`src/verilog/rtccr_pkg.sv`:
```
// constants shared by the countdown control register bank
package rtccr_pkg;
    // register byte offsets
    localparam logic [4:0] REG_COUNT0  = 5'h04;
    localparam logic [4:0] REG_COUNT1  = 5'h05;
    localparam logic [4:0] REG_COUNT2  = 5'h06;
    localparam logic [4:0] REG_CONTROL = 5'h07;
    localparam logic [4:0] REG_STATUS  = 5'h08;
    localparam logic [4:0] REG_CHARGER = 5'h10;
    localparam logic [4:0] REG_LAST    = 5'h10;

    // timer_control fields
    localparam int CTL_OSC_DIS  = 7;
    localparam int CTL_CD_EN    = 6;
    localparam int CTL_CD_MODE  = 5;
    localparam int CTL_BACKUP_SQUARE_WAVE_ENABLE    = 4;
    localparam int CTL_STEER    = 3;
    localparam int CTL_RATE_HI  = 2;
    localparam int CTL_RATE_LO  = 1;
    localparam int CTL_FLAG_IE  = 0;

    // flag_status fields
    localparam int STS_OSF      = 7;
    localparam int STS_CD_FLAG  = 0;

    // charger_config fields and key
    localparam logic [3:0] CHG_KEY      = 4'hA;
    localparam logic [1:0] CHG_NO_DIODE = 2'h1;
    localparam logic [1:0] CHG_ONE_DIODE = 2'h2;
    localparam logic [1:0] CHG_RES_OFF  = 2'h0;

    // reset values
    localparam logic [7:0] CONTROL_RST = 8'h06;
    localparam logic       OSF_RST     = 1'b1;
    localparam logic [7:0] CHARGER_RST = 8'h00;

    // timing
    localparam int CLK_HZ       = 25000000;
    localparam int BASE_HZ      = 65536;
    localparam int PRESCALE_CYC = CLK_HZ / BASE_HZ;
    localparam int PULSE_MS     = 250;
    localparam int PULSE_TICKS  = PULSE_MS * BASE_HZ / 1000;
    localparam int DIV_BITS     = 16;
    localparam int WD_DIV_BITS  = 4;

    // square-wave rate codes
    localparam logic [1:0] RATE_1HZ   = 2'h0;
    localparam logic [1:0] RATE_4K    = 2'h1;
    localparam logic [1:0] RATE_8K    = 2'h2;
    localparam logic [1:0] RATE_32K   = 2'h3;
endpackage : rtccr_pkg

```
`src/verilog/rtccr_tick_if.sv`:
```
// time base signals between divider and register bank
`timescale 1ns/1ps
interface rtccr_tick_if;
    logic       run;
    logic [1:0] rate;
    logic       tick_base;
    logic       tick_wd;
    logic       tick_sec;
    logic       square_wave_pin;
    modport gen (input run, input rate, output tick_base, output tick_wd, output tick_sec, output square_wave_pin);
    modport use_ (output run, output rate, input tick_base, input tick_wd, input tick_sec, input square_wave_pin);
endinterface : rtccr_tick_if

```
`src/verilog/rtccr_regs.sv`:
```
`timescale 1ns/1ps
module rtccr_regs
    import rtccr_pkg::*;
#(
    parameter int PULSE_LEN = PULSE_TICKS
) (
    // clock and reset
    input  wire logic       mclk_i,
    input  wire logic       reset_n_i,
    // register byte port from the serial slave engine
    input  wire logic       byte_valid_i,
    input  wire logic       byte_is_ptr_i,
    input  wire logic [7:0] byte_data_i,
    input  wire logic       rd_req_i,
    output logic      [7:0] rd_data_o,
    output logic            access_inhibit_o,
    // supply state and pin settings
    input  wire logic       on_backup_i,
    input  wire logic       power_fail_i,
    input  wire logic       interrupt_control_i,
    // output pins
    output logic            int_n_o,
    output logic            int_oe_o,
    output logic            rst_n_o,
    output logic            rst_oe_o,
    output logic            square_wave_pin_o,
    output logic            square_wave_oe_o,
    output logic            osc_run_o,
    // trickle charger
    output logic            charger_enable_o,
    output logic            charger_diode_o,
    output logic      [1:0] charger_res_sel_o
);
    logic [7:0]  ctrl_r;
    logic        osf_r;
    logic        cd_flag_r;
    logic [7:0]  charger_r;
    logic [4:0]  ptr_r;
    logic [23:0] count_r;
    logic [23:0] seed_r;
    logic [23:0] seed_nxt;
    logic        expired_r;
    logic        pulse_int_r;
    logic        osc_run_d_r;
    logic        wr_en;
    logic        rd_en;
    logic        cnt_access;
    logic        cd_mode;
    logic        cd_active;
    logic        dec_tick;
    logic        zero_evt;
    logic        pulse_start;
    logic        pulse_busy;
    logic        pulse_done;
    logic        int_low;
    logic        osc_stop_evt;
    logic [7:0]  rd_nxt;

    rtccr_tick_if tick ();

    function automatic logic is_counter(input logic [4:0] addr);
        is_counter = (addr == REG_COUNT0) || (addr == REG_COUNT1) || (addr == REG_COUNT2);
    endfunction : is_counter

    function automatic logic [4:0] ptr_step(input logic [4:0] addr);
        ptr_step = (addr == REG_LAST) ? 5'h00 : addr + 5'h01;
    endfunction : ptr_step

    // oscillator always runs on main supply
    assign osc_run_o    = !(ctrl_r[CTL_OSC_DIS] && on_backup_i);
    assign osc_stop_evt = osc_run_d_r && !osc_run_o;
    assign tick.run     = osc_run_o;
    assign tick.rate    = {ctrl_r[CTL_RATE_HI], ctrl_r[CTL_RATE_LO]};

    rtccr_divider u_div (
        .mclk_i    (mclk_i),
        .reset_n_i (reset_n_i),
        .tb        (tick)
    );

    rtccr_pulse_timer #(
        .TICKS (PULSE_LEN)
    ) u_pulse (
        .mclk_i    (mclk_i),
        .reset_n_i (reset_n_i),
        .start_i   (pulse_start),
        .tick_i    (tick.tick_base),
        .busy_o    (pulse_busy),
        .done_o    (pulse_done)
    );

    // a reset-steered pulse locks out the register port
    assign access_inhibit_o = power_fail_i || (pulse_busy && !pulse_int_r);
    assign wr_en      = byte_valid_i && !byte_is_ptr_i && !access_inhibit_o;
    assign rd_en      = rd_req_i && !access_inhibit_o;
    assign cnt_access = (wr_en || rd_en) && is_counter(ptr_r);

    // pointer load and auto-increment
    always_ff @(posedge mclk_i or negedge reset_n_i) begin
        if (!reset_n_i) begin
            ptr_r <= 5'h00;
        end else if (byte_valid_i && byte_is_ptr_i && !access_inhibit_o) begin
            ptr_r <= byte_data_i[4:0];
        end else if (wr_en || rd_en) begin
            ptr_r <= ptr_step(ptr_r);
        end
    end

    // writes land on the byte strobe, so new settings apply from the next cycle
    always_ff @(posedge mclk_i or negedge reset_n_i) begin
        if (!reset_n_i) begin
            ctrl_r <= CONTROL_RST;
        end else if (wr_en && ptr_r == REG_CONTROL) begin
            ctrl_r <= byte_data_i;
        end
    end

    always_ff @(posedge mclk_i or negedge reset_n_i) begin
        if (!reset_n_i) begin
            charger_r <= CHARGER_RST;
        end else if (wr_en && ptr_r == REG_CHARGER) begin
            charger_r <= byte_data_i;
        end
    end

    assign charger_enable_o = (charger_r[7:4] == CHG_KEY)
                            && (charger_r[3:2] == CHG_NO_DIODE || charger_r[3:2] == CHG_ONE_DIODE)
                            && (charger_r[1:0] != CHG_RES_OFF);
    assign charger_diode_o   = charger_enable_o && (charger_r[3:2] == CHG_ONE_DIODE);
    assign charger_res_sel_o = charger_enable_o ? charger_r[1:0] : CHG_RES_OFF;

    // countdown datapath
    assign cd_mode   = ctrl_r[CTL_CD_MODE];
    assign cd_active = ctrl_r[CTL_CD_EN] && (seed_r != 24'h000000);
    assign dec_tick  = cd_mode ? tick.tick_wd : tick.tick_sec;
    assign zero_evt  = cd_active && dec_tick && !(cd_mode && expired_r) && !pulse_busy
                     && (count_r <= 24'h000001) && !cnt_access;

    always_comb begin
        seed_nxt = seed_r;
        if (ptr_r == REG_COUNT0) begin
            seed_nxt[7:0] = byte_data_i;
        end else if (ptr_r == REG_COUNT1) begin
            seed_nxt[15:8] = byte_data_i;
        end else begin
            seed_nxt[23:16] = byte_data_i;
        end
    end

    // a write during an interrupt pulse reloads but counting resumes after it
    always_ff @(posedge mclk_i or negedge reset_n_i) begin
        if (!reset_n_i) begin
            seed_r    <= 24'h000000;
            count_r   <= 24'h000000;
            expired_r <= 1'b0;
        end else if (wr_en && is_counter(ptr_r)) begin
            seed_r    <= seed_nxt;
            count_r   <= seed_nxt;
            expired_r <= 1'b0;
        end else if (rd_en && is_counter(ptr_r) && cd_mode && !expired_r) begin
            count_r <= seed_r;
        end else if (zero_evt && cd_mode) begin
            count_r   <= 24'h000000;
            expired_r <= 1'b1;
        end else if (zero_evt) begin
            count_r <= seed_r;
        end else if (cd_active && dec_tick && !(cd_mode && expired_r) && !pulse_busy) begin
            count_r <= count_r - 24'h000001;
        end
    end

    // timeout pulse goes to the reset pin unless steered to interrupt
    assign pulse_start = zero_evt && cd_mode
                       && (!ctrl_r[CTL_STEER] || (ctrl_r[CTL_FLAG_IE] && interrupt_control_i));

    always_ff @(posedge mclk_i or negedge reset_n_i) begin
        if (!reset_n_i) begin
            pulse_int_r <= 1'b0;
        end else if (pulse_start) begin
            pulse_int_r <= ctrl_r[CTL_STEER];
        end
    end

    // hardware set beats a software clear in the same cycle
    always_ff @(posedge mclk_i or negedge reset_n_i) begin
        if (!reset_n_i) begin
            cd_flag_r <= 1'b0;
        end else if (zero_evt) begin
            cd_flag_r <= 1'b1;
        end else if (pulse_done) begin
            cd_flag_r <= 1'b0;
        end else if (wr_en && ptr_r == REG_STATUS && !byte_data_i[STS_CD_FLAG]) begin
            cd_flag_r <= 1'b0;
        end
    end

    always_ff @(posedge mclk_i or negedge reset_n_i) begin
        if (!reset_n_i) begin
            osf_r       <= OSF_RST;
            osc_run_d_r <= 1'b1;
        end else begin
            osc_run_d_r <= osc_run_o;
            if (osc_stop_evt) begin
                osf_r <= 1'b1;
            end else if (wr_en && ptr_r == REG_STATUS && !byte_data_i[STS_OSF]) begin
                osf_r <= 1'b0;
            end
        end
    end

    // pulse timer alone ends a pulse; register writes cannot cut it short
    assign int_low = (pulse_busy && pulse_int_r)
                   || (!cd_mode && ctrl_r[CTL_FLAG_IE] && interrupt_control_i && cd_flag_r);
    // no supply term in the interrupt path
    assign int_oe_o = int_low;
    assign int_n_o  = !int_low;
    assign rst_oe_o = pulse_busy && !pulse_int_r;
    assign rst_n_o  = !rst_oe_o;

    assign square_wave_pin_o = tick.square_wave_pin;
    assign square_wave_oe_o  = !power_fail_i || ctrl_r[CTL_BACKUP_SQUARE_WAVE_ENABLE];

    always_comb begin
        rd_nxt = 8'h00;
        if (ptr_r == REG_COUNT0) begin
            rd_nxt = count_r[7:0];
        end else if (ptr_r == REG_COUNT1) begin
            rd_nxt = count_r[15:8];
        end else if (ptr_r == REG_COUNT2) begin
            rd_nxt = count_r[23:16];
        end else if (ptr_r == REG_CONTROL) begin
            rd_nxt = ctrl_r;
        end else if (ptr_r == REG_STATUS) begin
            rd_nxt[STS_OSF]     = osf_r;
            rd_nxt[STS_CD_FLAG] = cd_flag_r;
        end else if (ptr_r == REG_CHARGER) begin
            rd_nxt = charger_r;
        end
    end

    always_ff @(posedge mclk_i or negedge reset_n_i) begin
        if (!reset_n_i) begin
            rd_data_o <= 8'h00;
        end else if (rd_en) begin
            rd_data_o <= rd_nxt;
        end
    end

    int_gate_a: assert property (@(posedge mclk_i) disable iff (!reset_n_i)
        !interrupt_control_i && !(pulse_busy && pulse_int_r) |-> !int_oe_o)
        else $error("interrupt asserted without interrupt control");

    flag_write_one_a: assert property (@(posedge mclk_i) disable iff (!reset_n_i)
        cd_flag_r && wr_en && ptr_r == REG_STATUS && byte_data_i[STS_CD_FLAG] && !pulse_done |=> cd_flag_r)
        else $error("writing one altered countdown flag");

    osf_sticky_a: assert property (@(posedge mclk_i) disable iff (!reset_n_i)
        osc_stop_evt |=> osf_r)
        else $error("oscillator stop not flagged");

    rst_steer_a: assert property (@(posedge mclk_i) disable iff (!reset_n_i)
        pulse_start && !ctrl_r[CTL_STEER] |=> (rst_oe_o && !int_oe_o)[*2])
        else $error("timeout pulse not on reset pin");

    wd_stop_a: assert property (@(posedge mclk_i) disable iff (!reset_n_i)
        zero_evt && cd_mode |=> count_r == 24'h000000 && expired_r && cd_flag_r)
        else $error("watchdog did not stop and flag");

    alarm_reload_a: assert property (@(posedge mclk_i) disable iff (!reset_n_i)
        zero_evt && !cd_mode |=> count_r == $past(seed_r) && cd_flag_r)
        else $error("alarm did not reload");

    pulse_hold_a: assert property (@(posedge mclk_i) disable iff (!reset_n_i)
        pulse_busy && pulse_int_r && !pulse_done && wr_en && ptr_r == REG_CONTROL |=> int_oe_o)
        else $error("interrupt pulse cut short by write");

    wd_access_a: assert property (@(posedge mclk_i) disable iff (!reset_n_i)
        rd_en && is_counter(ptr_r) && cd_mode && !expired_r |=> count_r == $past(seed_r))
        else $error("counter access did not reload");

    pulse_end_a: assert property (@(posedge mclk_i) disable iff (!reset_n_i)
        pulse_done && pulse_int_r |=> !cd_flag_r && !int_oe_o)
        else $error("flag not cleared at pulse end");

    storage_hold_a: assert property (@(posedge mclk_i) disable iff (!reset_n_i)
        !ctrl_r[CTL_CD_EN] && !cnt_access |=> count_r == $past(count_r))
        else $error("disabled counter changed");
endmodule : rtccr_regs

```
`src/verilog/rtccr_divider.sv`:
```
// oscillator time base: prescaler, binary chain and square-wave select
`timescale 1ns/1ps
module rtccr_divider
    import rtccr_pkg::*;
(
    // clock and reset
    input  wire logic mclk_i,
    input  wire logic reset_n_i,
    // time base
    rtccr_tick_if.gen tb
);
    logic [8:0]          pre_r;
    logic [DIV_BITS-1:0] div_r;
    logic                base_w;
    logic                sqw_nxt;

    assign base_w       = tb.run && (pre_r == 9'(PRESCALE_CYC - 1));
    assign tb.tick_base = base_w;
    assign tb.tick_wd   = base_w && (div_r[WD_DIV_BITS-1:0] == {WD_DIV_BITS{1'b1}});
    assign tb.tick_sec  = base_w && (div_r == {DIV_BITS{1'b1}});

    // stopped oscillator freezes the whole chain
    always_ff @(posedge mclk_i or negedge reset_n_i) begin
        if (!reset_n_i) begin
            pre_r <= 9'h000;
        end else if (!tb.run) begin
            pre_r <= pre_r;
        end else if (base_w) begin
            pre_r <= 9'h000;
        end else begin
            pre_r <= pre_r + 9'h001;
        end
    end

    always_ff @(posedge mclk_i or negedge reset_n_i) begin
        if (!reset_n_i) begin
            div_r <= '0;
        end else if (base_w) begin
            div_r <= div_r + 1'b1;
        end
    end

    always_comb begin
        case (tb.rate)
            RATE_1HZ: sqw_nxt = div_r[DIV_BITS-1];
            RATE_4K:  sqw_nxt = div_r[3];
            RATE_8K:  sqw_nxt = div_r[2];
            default:  sqw_nxt = div_r[0];
        endcase
    end

    always_ff @(posedge mclk_i or negedge reset_n_i) begin
        if (!reset_n_i) begin
            tb.square_wave_pin <= 1'b0;
        end else begin
            tb.square_wave_pin <= sqw_nxt;
        end
    end
endmodule : rtccr_divider

```
`src/verilog/rtccr_pulse_timer.sv`:
```
// fixed-length output pulse timed in time base ticks
`timescale 1ns/1ps
module rtccr_pulse_timer #(
    parameter int TICKS = 16384
) (
    // clock and reset
    input  wire logic mclk_i,
    input  wire logic reset_n_i,
    // control
    input  wire logic start_i,
    input  wire logic tick_i,
    output logic      busy_o,
    output logic      done_o
);
    logic [15:0] left_r;

    assign done_o = busy_o && tick_i && (left_r == 16'h0001);

    always_ff @(posedge mclk_i or negedge reset_n_i) begin
        if (!reset_n_i) begin
            busy_o <= 1'b0;
            left_r <= 16'h0000;
        end else if (start_i && !busy_o) begin
            busy_o <= 1'b1;
            left_r <= 16'(TICKS);
        end else if (done_o) begin
            busy_o <= 1'b0;
            left_r <= 16'h0000;
        end else if (busy_o && tick_i) begin
            left_r <= left_r - 16'h0001;
        end
    end
endmodule : rtccr_pulse_timer

```
`config.mk`:
```
export PLATFORM = sky130hd
export DESIGN_NAME = rtccr_regs
export DESIGN_NICKNAME = d
export VERILOG_FILES = /design/src/verilog/rtccr_pkg.sv /design/src/verilog/rtccr_tick_if.sv /design/src/verilog/rtccr_regs.sv /design/src/verilog/rtccr_divider.sv /design/src/verilog/rtccr_pulse_timer.sv
export SDC_FILE = /design/constraint.sdc
export NUM_CORES = 1
export LEC_CHECK = 0
export BUFFER_PORTS_ARGS = -buffer_cell sky130_fd_sc_hd__buf_2
export CELL_PAD_IN_SITES_DETAIL_PLACEMENT = 1
export CELL_PAD_IN_SITES_GLOBAL_PLACEMENT = 2
export CORE_UTILIZATION = 40
export DETAILED_ROUTE_END_ITERATION = 10
export PLACE_DENSITY = 0.84
export SYNTH_ARGS = -nofsm -noshare
export SYNTH_HDL_FRONTEND = slang
export SYNTH_SLANG_ARGS = --single-unit
```
`constraint.sdc`:
```
create_clock -name mclk_i -period 3.45 [get_ports mclk_i]
set_input_delay 0.1725 -clock mclk_i [delete_from_list [all_inputs] [get_ports mclk_i]]
set_output_delay 0.1725 -clock mclk_i [all_outputs]
set_load 0.02 [all_outputs]
```
Word-level counts from Yosys, hierarchy flattened
Cells that the tools add are included.
Widths: inputs -> output; s select.
{ "classes": {"add_sub_neg": 5, "order_cmp": 1, "n_eq_ne": 16, "n_mux": 37, "reduce_logical": 75} }
{ "ops": {"columns": ["op", "count"], "rows": [
  ["$mux 24", 5],
  ["$mux 16", 4],
  ["$mux 8", 8],
  ["$logic_and 1x1->1", 41],
  ["$le 24x1->1 const B", 1],
  ["$reduce_bool 24->1", 1],
  ["$sub 24x1->24 const B", 1],
  ["$eq 5x3->1 const B", 4],
  ["$add 16x1->16 const B", 1],
  ["$eq 16x1->1 const B", 1],
  ["$eq 16x16->1 const B", 1],
  ["$sub 16x1->16 const B", 1],
  ["$logic_not 1->1", 15],
  ["$mux 5", 3],
  ["$mux 1", 13],
  ["$reduce_bool 2->1", 5],
  ["$add 9x1->9 const B", 1],
  ["$eq 9x9->1 const B", 1],
  ["$mux 9", 1],
  ["$eq 4x4->1 const B", 2],
  ["$logic_or 1x1->1", 8],
  ["$mux 6", 1],
  ["$reduce_bool 3->1", 2],
  ["$add 5x1->5 const B", 1],
  ["10 further kinds", 12]
]} }
{ "totals": {"ff_bits": 125, "inputBits": 16, "output_inout_bits": 20, "elab_cells": 150} }

Longest topological paths before layout
Gate-level depths: netlist (run 1).
{ "depth": {"depth_word": 14, "mapped_depth": 10, "mapped_depth_nobuf": 8} }

By module
Synthesis (run 1) repeated with hierarchy kept, for this count alone.
{ "hier_totals": {"cells_unflattened": 746, "hier_area_um2": 7200.7} }
{ "modules_own_cells": {"columns": ["module", "n_inst", "cells_per_inst", "area_per_inst_um2", "seq_area_each_um2"], "rows": [
  ["rtccr_regs", 1, 539, 4974.8, 2057.0],
  ["rtccr_divider", 1, 114, 1287.5, 650.6],
  ["rtccr_pulse_timer", 1, 93, 938.4, 425.4]
]} }

Worst setup path before layout (run 1)
No wires, ideal clock.
{ "synth_timing": {"kind": "register to register", "from": "reg ptr_r[0]", "to": "reg count_r[0]", "setup_time_ps": 126, "t_arrival_ps": 2369, "required_time_ps": 3324, "slack_ps": 955, "stages_incl_launch_ff": 9, "path_buffers": 1, "synth_period_minus_slack_ps": 2495, "cell_sequence": "dfrtp_1 -> inv_1 -> ha_1 -> clkbuf_1 -> o31a_1 -> a2111o_1 -> or3_4 -> and3_1 -> a221o_1"} }
{ "synth_via": {"elab_chain_cells": 10, "word_cells_on_any_way": 19, "classes_between": "eq/ne (3); mux (5); reduce/logical (11)"} }
{ "synth_rtl": {"columns": ["item", "line_no", "text"], "rows": [
  ["start: declaration", "rtccr_regs.sv:38", "logic [4:0] ptr_r;"],
  ["start signal: assignment", "rtccr_regs.sv:103", "ptr_r <= byte_data_i[4:0];"],
  ["start signal: assignment", "rtccr_regs.sv:105", "ptr_r <= ptr_step(ptr_r);"],
  ["$eq 5x3->1 (on tied branches)", "rtccr_regs.sv:62, rtccr_regs.sv:141", null],
  ["$logic_or 1x1->1 (2 in a row)", "rtccr_regs.sv:62", "is_counter = (addr == REG_COUNT0) || (addr == REG_COUNT1) || (addr == REG_COUNT2);"],
  ["$logic_and 1x1->1", "rtccr_regs.sv:96", "assign cnt_access = (wr_en || rd_en) && is_counter(ptr_r);"],
  ["$logic_not 1->1", "rtccr_regs.sv:137", "&& (count_r <= 24'h000001) && !cnt_access;"],
  ["$logic_and 1x1->1", "rtccr_regs.sv:137", null],
  ["$mux 24 / $logic_and 1x1->1 (equally long branches)", "rtccr_regs.sv:165, rtccr_regs.sv:162", null],
  ["$mux 24", "rtccr_regs.sv:162", "end else if (zero_evt && cd_mode) begin"],
  ["$mux 24", "rtccr_regs.sv:160", "end else if (rd_en && is_counter(ptr_r) && cd_mode && !expired_r) begin"],
  ["$mux 24", "rtccr_regs.sv:156", "end else if (wr_en && is_counter(ptr_r)) begin"],
  ["end signal: assignment", "rtccr_regs.sv:158", "count_r <= seed_nxt;"],
  ["end signal: assignment", "rtccr_regs.sv:161", "count_r <= seed_r;"],
  ["end signal: assignment", "rtccr_regs.sv:166", "count_r <= seed_r;"],
  ["end: declaration", "rtccr_regs.sv:39", "logic [23:0] count_r;"]
]} }
Several ways; a longest one is shown, not always the timed one.
A chain may end at the register's enable or synchronous reset.

Final worst setup path (run 1)
{ "layout_timing": {"from": "reg u_div.pre_r[0]", "to": "reg u_pulse.left_r[15]"} }
{ "layout_via": {"elab_chain_cells": 13, "word_cells_on_any_way": 18, "classes_between": "eq/ne (1); mux (3); reduce/logical (14)"} }
{ "layout_rtl": {"columns": ["item", "line_no", "text"], "rows": [
  ["start: declaration", "rtccr_divider.sv:12", "logic [8:0] pre_r;"],
  ["start signal: assignment", "rtccr_divider.sv:27", "pre_r <= pre_r;"],
  ["start signal: assignment", "rtccr_divider.sv:31", "pre_r <= pre_r + 9'h001;"],
  ["$eq 9x9->1 *", "rtccr_divider.sv:17", "assign base_w = tb.run && (pre_r == 9'(PRESCALE_CYC - 1));"],
  ["$logic_and 1x1->1 *", "rtccr_divider.sv:17", null],
  ["$logic_and 1x1->1 (on tied branches)", "rtccr_divider.sv:20, rtccr_divider.sv:19", null],
  ["$mux 1", "rtccr_regs.sv:135", "assign dec_tick = cd_mode ? tick.tick_wd : tick.tick_sec;"],
  ["$logic_and 1x1->1 (3 in a row)", "rtccr_regs.sv:136", "assign zero_evt = cd_active && dec_tick && !(cd_mode && expired_r) && !pulse_busy"],
  ["$logic_and 1x1->1 (2 in a row)", "rtccr_regs.sv:137", null],
  ["$logic_and 1x1->1", "rtccr_regs.sv:173", "assign pulse_start = zero_evt && cd_mode"],
  ["$logic_and 1x1->1", "rtccr_regs.sv:174", "&& (!ctrl_r[CTL_STEER] || (ctrl_r[CTL_FLAG_IE] && interrupt_control_i));"],
  ["$logic_and 1x1->1", "rtccr_pulse_timer.sv:23", "end else if (start_i && !busy_o) begin"],
  ["$reduce_bool 3->1 (no line) / $mux 16 (equally long branches)", null, null],
  ["end signal: assignment", "rtccr_pulse_timer.sv:25", "left_r <= 16'(TICKS);"],
  ["end signal: assignment", "rtccr_pulse_timer.sv:30", "left_r <= left_r - 16'h0001;"],
  ["end: declaration", "rtccr_pulse_timer.sv:15", "logic [15:0] left_r;"]
]} }
Every way passes the cells marked *; elsewhere a longest branch is shown, timed or not.

==> impl_metrics.ini, run 1 <==
[status]
status = finished, final reports clean

[worst_setup_path]
worstPathRequired_ns = 3.80
worstSetupStartpointType = flop
worstSetupPathType = flop to flop
path_max_fanout = 24
crit_arrival_ns = 3.31
end_kind = flop

[power_and_ir_drop]
p_comb_share_pct = 29.7
powerDensity_mw_per_mm2 = 733
p_int_uw = 3720
total_power_uw = 6020
seqPwrFrac_pct = 39.5
p_sw_share_pct = 38.1
p_leak_uw = 0.00369
switchingPower_uw = 2300
irDropWorstVdd_uv = 392
clockPowerShare_pct = 30.9

[sta]
max_clock_freq_mhz = 337
setup_tns_ns = 0
period_minus_slack_ns = 2.96
final.setup_skew_ns = 0.0109
tightest_slew_ns = 0.826
rsz0062_at_grt = no
hold_violations = 0
drv_slew = 0
final-setup-viol-count = 0
fin_crit_sh_pct = 85.9
maxSlewHeadroom_pct = 45.0

[grt]
grt_antenna_before_repair = 0
grt_max_degree = 60
overflow = 0
grt_pass1_wl_mm = 36.0
track_usage_pct = 26.0
grt_pass1_vias = 6582

[logic_synthesis]
synth.distinct_cells = 72
syn_inst = 749
yosys_warnings = 0
synth-main-ff-cell = dfrtp_1
synth_area_per_cell_sq_um = 9.57
synth_compound_area_share_pct = 15.8
synth-simple-area-share_pct = 20.3
yosys.area_share.adder_pct = 2.10
synth_nets = 777
synth_area_leaders = dfrtp_1, mux2_2, nand2_1
synthesis.area_sq_mm = 0.00717
synth_top_area_share_pct = 42.3
async_flop_share_pct = 100
synth_edf_count = 0
yosys_register_bits = 125
synth-xor-area-share_pct = 5.01
synth_top_family_by_area = simple AND/OR/NAND/NOR gates
synth_mux_area_share_pct = 9.69
ys_seq_area_share_pct = 43.7
yosysTopAreaCell = dfrtp_1

[min_path]
hold_class = primary input to flop

[routing]
ant_nets = 0
drt_pre_antenna_iters = 5
routed_wirelength_mm = 22.1
route.detailed.drc = 0
vias = 6144
viasPerCell = 6.00
wire_per_inst_um = 21.6
first_iter_violations = 420

[cts]
cts_htree_levels = 4
clk_pin_slew_worst_paths_ns = 0.06
clk_path_buf_depth = 2
cts_setup_buffers = 0
cts_tree = yes
clock_latency_ns = 0.43
cts_buffers = 17
cts-root-buf = clkbuf_16
clock_sinks = 125

[die]
ios = 36
core_sq_mm = 0.0174
die-area_sq_mm = 0.0185
initial_core_util_pct = 41.1
die_w_um = 136
dieHeight_um = 136
fp-row-count = 48

[final_layout]
drive_above_1_share_pct = 18.9
antenna_cells = 0
fill_cells = 2001
syn2layout_area_growth_pct = 14.6
fin_nets = 814

[place]
portBuffers = 35
hpwl_mm = 15.5
place_congestion = 0.883

[flow_run]
drv_cap = 0
registers in the layout, indices dropped and copies added, names as in the netlist:
signal / count
count_r: 24
seed_r: 24
u_div.div_r: 16
u_pulse.left_r: 16
u_div.pre_r: 9
charger_r: 8
ctrl_r: 8
rd_data_o: 8
ptr_r: 5
cd_flag_r: 1
expired_r: 1
osc_run_d_r: 1
osf_r: 1
pulse_int_r: 1
u_div.tb.square_wave_pin: 1
u_pulse.busy_o: 1
metal layers:
| layer | part of all wire, % | track usage [%] | vias to the layer above |
|---|---|---|---|
| met5 | 0 | 0 | - |
| met4 | 3.2 | 12.0 | 0 |
| met3 | 4.5 | 4.44 | 54 |
| met2 | 46 | 40.1 | 170 |
| met1 | 46 | 35.4 | 3130 |
| li1 | - | - | 2790 |
critical path, cell delays in order (launching register included):
cell and delay [ns]:
dfrtp_1 0.40, inv_1 0.12, ha_1 0.20, nand4b_2 0.22
nor4_2 0.39, o211ai_1 0.31, o31a_1 0.36, buf_4 0.20
or4b_1 0.48, a21oi_1 0.17
final cells by class:
type / count / area, sq um / area share [%]
Timing Repair Buffer: 54 / 335 / 4.08
Clock buffer: 18 / 429 / 5.22
Inverter: 21 / 78.8 / 0.959
Tap cell: 225 / 282 / 3.43
Clock inverter: 14 / 169 / 2.06
Sequential cell: 125 / 3130 / 38.1
Multi-Input combinational cell: 567 / 3790 / 46.1
worst paths after layout:
kind                                 from                  to  slack, ns  cells past startpoint
max                        u_div.pre_r[0]  u_pulse.left_r[15]       0.49                      9
min                        byte_data_i[5]        charger_r[5]       0.20                      2
max reg2reg                u_div.pre_r[0]  u_pulse.left_r[15]       0.49                      9
min reg2reg                   osc_run_d_r               osf_r       0.47                      2
max in group asynchronous       reset_n_i          seed_r[16]       2.22                      3
min in group asynchronous       reset_n_i   u_pulse.left_r[7]       0.37                      2
power by group through the flow:
stage                     sequential, uW  clock [uW]  combinational (uW)
after detailed placement            2380           0                1760
after floorplan                     2180           0                1320
final                               2380        1860                1790
after CTS                           2360        1890                1780
after global routing                2420        1930                1980
after global placement              2350           0                1680
stage by stage:
step                hold WS [ns]  util [%]  worst slack, ns  cells  instance area (sq um)
detailed placement         0.315      43.7            0.577    991                   7610
global route               0.205      47.2            0.316   1024                   8220
global placement           0.328      43.7            0.667    991                   7610
CTS                        0.175      47.2            0.484   1024                   8220
floorplan                 -0.123         -            0.955    749                   7170
finish                     0.204      47.2            0.486   1024                   8220
cells in the mapped netlist (4+ instances only):
cell      number
a21oi_1       68
a22oi_1       14
a31oi_1        7
and2_1         7
and3_1         4
buf_2          4
clkbuf_1      24
dfrtp_1      121
dfstp_2        4
ha_1          12
inv_1         20
mux2_2        41
mux2i_1       21
nand2_1       95
nand2b_1       6
nand3_1       19
nand3b_1       5
nand4_1       11
nor2_1        40
nor2b_1        5
nor3_1        15
nor4_1        15
nor4_2         4
o211ai_1      11
o21ai_0       44
o21ai_1        4
o31ai_1        8
o41ai_1        4
or3_1         11
xnor2_1       16
xor2_1        25
placed cells by master, fill, tap and decap left out, drive strengths merged, types with 3 or more instances in the layout:
master  instances
a2111o          3
a211oi          3
a21oi          68
a22oi          14
a31oi           7
and2            9
and3            4
buf            53
bufinv          3
clkbuf         18
clkinv          9
dfrtp         121
dfstp           4
ha             12
inv            21
mux2           41
mux2i          21
nand2          95
nand2b          6
nand3          19
nand3b          5
nand4          12
nor2           40
nor2b           5
nor3           16
nor4           21
o211ai         11
o21a            3
o21ai          49
o31a            3
o31ai           8
o41ai           4
or2             3
or3            12
or4             4
or4b            3
xnor2          16
xor2           25
timing repair:
item,CTS,global route
resized for setup,0,0
hold endpoints to repair,54,0
hold buffers,1,0
cell families (layout without fill, tap and decap cells):
family                     Yosys count  in the layout
and+or+nand+nor                    265            265
AOI/OAI and AO/OA                  186            186
DFF                                125            125
muxes                               63             63
buffers and inverters               57            107
xor gates and xnor gates            41             41
adders and majority gates           12             12
(Power assumes the default switching activity.)
==> inputs of run 2 (changes only) <==
--- a/config.mk
+++ b/config.mk
@@ -5,11 +5,14 @@
 export SDC_FILE = /design/constraint.sdc
 export NUM_CORES = 1
 export LEC_CHECK = 0
+export ABC_AREA = 1
+export ABC_CLOCK_PERIOD_IN_PS = 3450
 export BUFFER_PORTS_ARGS = -buffer_cell sky130_fd_sc_hd__buf_2
 export CELL_PAD_IN_SITES_DETAIL_PLACEMENT = 1
 export CELL_PAD_IN_SITES_GLOBAL_PLACEMENT = 2
-export CORE_UTILIZATION = 40
+export CORE_UTILIZATION = 36
 export DETAILED_ROUTE_END_ITERATION = 10
+export GPL_TIMING_DRIVEN = 1
 export PLACE_DENSITY = 0.84
 export SYNTH_ARGS = -nofsm -noshare
 export SYNTH_HDL_FRONTEND = slang
==> run 2 against run 1 <==
  * Fmax up 10%
  * Cell count up 35%
  * Global-route usage shrank 1.3 points
  * Critical path type unchanged
  * Largest cell class unchanged
  * Sequential power down 5%
==> impl_metrics.ini, run 2 <==
[logic_synthesis]
yosysTopAreaCell = dfrtp_1
syn_inst = 1063
synth-main-ff-cell = dfrtp_1
synth_nets = 1091
async_flop_share_pct = 100
synth_area_per_cell_sq_um = 7.28
yosys_warnings = 0
yosys-top-cells-count = nand2_1, nor2_1, inv_1, dfrtp_1, a21oi_1
ys_seq_area_share_pct = 40.5
synth_most_common_cell = nand2_1
synthesis.area_sq_mm = 0.00773
yosys_register_bits = 125
synth_area_leaders = dfrtp_1, nand2_1, nor2_1
synth_top_area_share_pct = 39.2
synth_edf_count = 0
synth.distinct_cells = 49

[sta]
setup_tns_ns = 0
final.setup_skew_ns = 0.00895
setup_ws_ns = 0.758
max_clock_freq_mhz = 372
hold_ws_ns = 0.0529
hold_violations = 0
maxSlewHeadroom_pct = 28.9
final-setup-viol-count = 0
drv_slew = 0
period_minus_slack_ns = 2.69
rsz0062_at_grt = no
fin_crit_sh_pct = 78.0
tightest_slew_ns = 1.07

[worst_setup_path]
end_kind = flop
path_cells = inv_1 -> ha_1 -> inv_1 -> nor2_1 -> nand2_2 -> nand3_4 -> nand2_4 -> buf_4 -> nand3_2 -> nor2_4 -> a21oi_4 -> buf_4 -> nand3_1 -> a21oi_1
worstSetupStartpointType = flop
worstSetupPathType = flop to flop
worstPathRequired_ns = 3.78
crit_buf_inv = 4
max_stage_delay_ns = 0.41
cp_slowest_cell = dfrtp_1
crit_arrival_ns = 3.02
cp_top_family = simple AND/OR/NAND/NOR gates
path_max_fanout = 25

[final_layout]
syn2layout_area_growth_pct = 14.0
fin_util_pct = 41.9
mostFrequentLayoutCells = nand2_1, nor2_1, inv_1, dfrtp_1, a21oi_1
antenna_cells = 0
drive_above_1_share_pct = 10.4
multi_input_area_sq_mm = 0.00390
final_common_cell = nand2_1
reg_top3 = count_r: 24 flops, seed_r: 24 flops
fill_cells = 2640
fin_nets = 1127
regArea_sq_mm = 0.00313

[cts]
clk_pin_slew_worst_paths_ns = 0.06
cts_setup_buffers = 0
clock_latency_ns = 0.42
cts-root-buf = clkbuf_16
cts_buffers = 17
cts_htree_levels = 4
clock_sinks = 125
cts_resized = 0
postCtsHoldBufs = 2
cts_tree = yes
clk_path_buf_depth = 2

[grt]
grt_antenna_before_repair = 0
busiest_layer = met2
grt_max_degree = 104
grt_pass1_vias = 7529
grt_use_met1_pct = 30.7
track_usage_pct = 24.7
overflow = 0
grtUsageMet2_pct = 43.4
grt_pass1_wl_mm = 41.2
met3_usage_pct = 4.05

[routing]
first_iter_violations = 261
routed_wirelength_mm = 25.8
route.detailed.drc = 0
drt_pre_antenna_iters = 5
vias = 7230
viasPerCell = 5.21
ant_nets = 0
wire_per_inst_um = 18.6

[place]
place_congestion = 0.844
hpwl_mm = 19.2
portBuffers = 35
preCtsSetupSlack_ns = 0.776

[power_and_ir_drop]
powerDensity_mw_per_mm2 = 711
total_power_uw = 6270
irDropWorstVdd_uv = 318
p_leak_uw = 0.00449

[status]
status = finished, final reports clean

[die]
ios = 36
die-area_sq_mm = 0.0221
initial_core_util_pct = 36.8
core_sq_mm = 0.0210
fp-row-count = 53
dieHeight_um = 149
die_w_um = 149

[flow_run]
drv_cap = 0

[min_path]
hold_class = primary input to flop
## run 2: worst paths after layout
path / cells past startpoint / slack (ns) / endpoint / startpoint
max in group asynchronous: 3 / 2.09 / u_div.div_r[7] / reset_n_i
worst min-delay path: 3 / 0.05 / ptr_r[2] / byte_data_i[2]
worst max-delay path: 14 / 0.76 / count_r[16] / ptr_r[0]
worst min register to register: 2 / 0.47 / osf_r / osc_run_d_r
min in group asynchronous: 2 / 0.40 / u_div.pre_r[3] / reset_n_i
worst max register to register: 14 / 0.76 / count_r[16] / ptr_r[0]
## run 2: cells by family (layout without fill, tap and decap cells)
group | after synthesis | count (layout) | synth area share (%)
compound gates | 199 | 199 | 14.9
xor+xnor | 37 | 37 | 4.19
fa+ha+maj | 12 | 12 | 1.94
buf+inv | 172 | 221 | 9.11
flops | 125 | 125 | 40.5
simple gates | 518 | 518 | 29.4
## run 2: through the flow
step / std cells / instance area [sq um]
floorplan: 1063 / 7730
detailed placement: 1353 / 8170
global route: 1387 / 8820
finish: 1387 / 8820
global placement: 1353 / 8170
CTS: 1387 / 8820
## run 2: power breakdown
| group | total (uW) | switching (uW) | internal [uW] |
|---|---|---|---|
| Sequential | 2260 | 429 | 1830 |
| Clock | 1940 | 693 | 1240 |
| Combinational | 2080 | 1350 | 730 |
| Total | 6270 | 2470 | 3800 |
## run 2: area by class of cell
cell class / count / area share (%)
multi-input combinational: 766 / 44.2
sequential: 125 / 35.5
inverter: 140 / 5.96
clock buffer: 21 / 5.22
tap: 275 / 3.90
timing repair buffer: 49 / 3.31
clock inverter: 11 / 1.87
## run 2: worst min-delay path: stages
cell and delay (ns):
buf_2 0.13, nand2_1 0.07, a22oi_1 0.06
## run 2: routing by layer
metal  up-vias  wire (um)
met5         -          0
met4         0        591
met3        31        827
met2       127      13000
met1      3576      11400
li1       3496          -
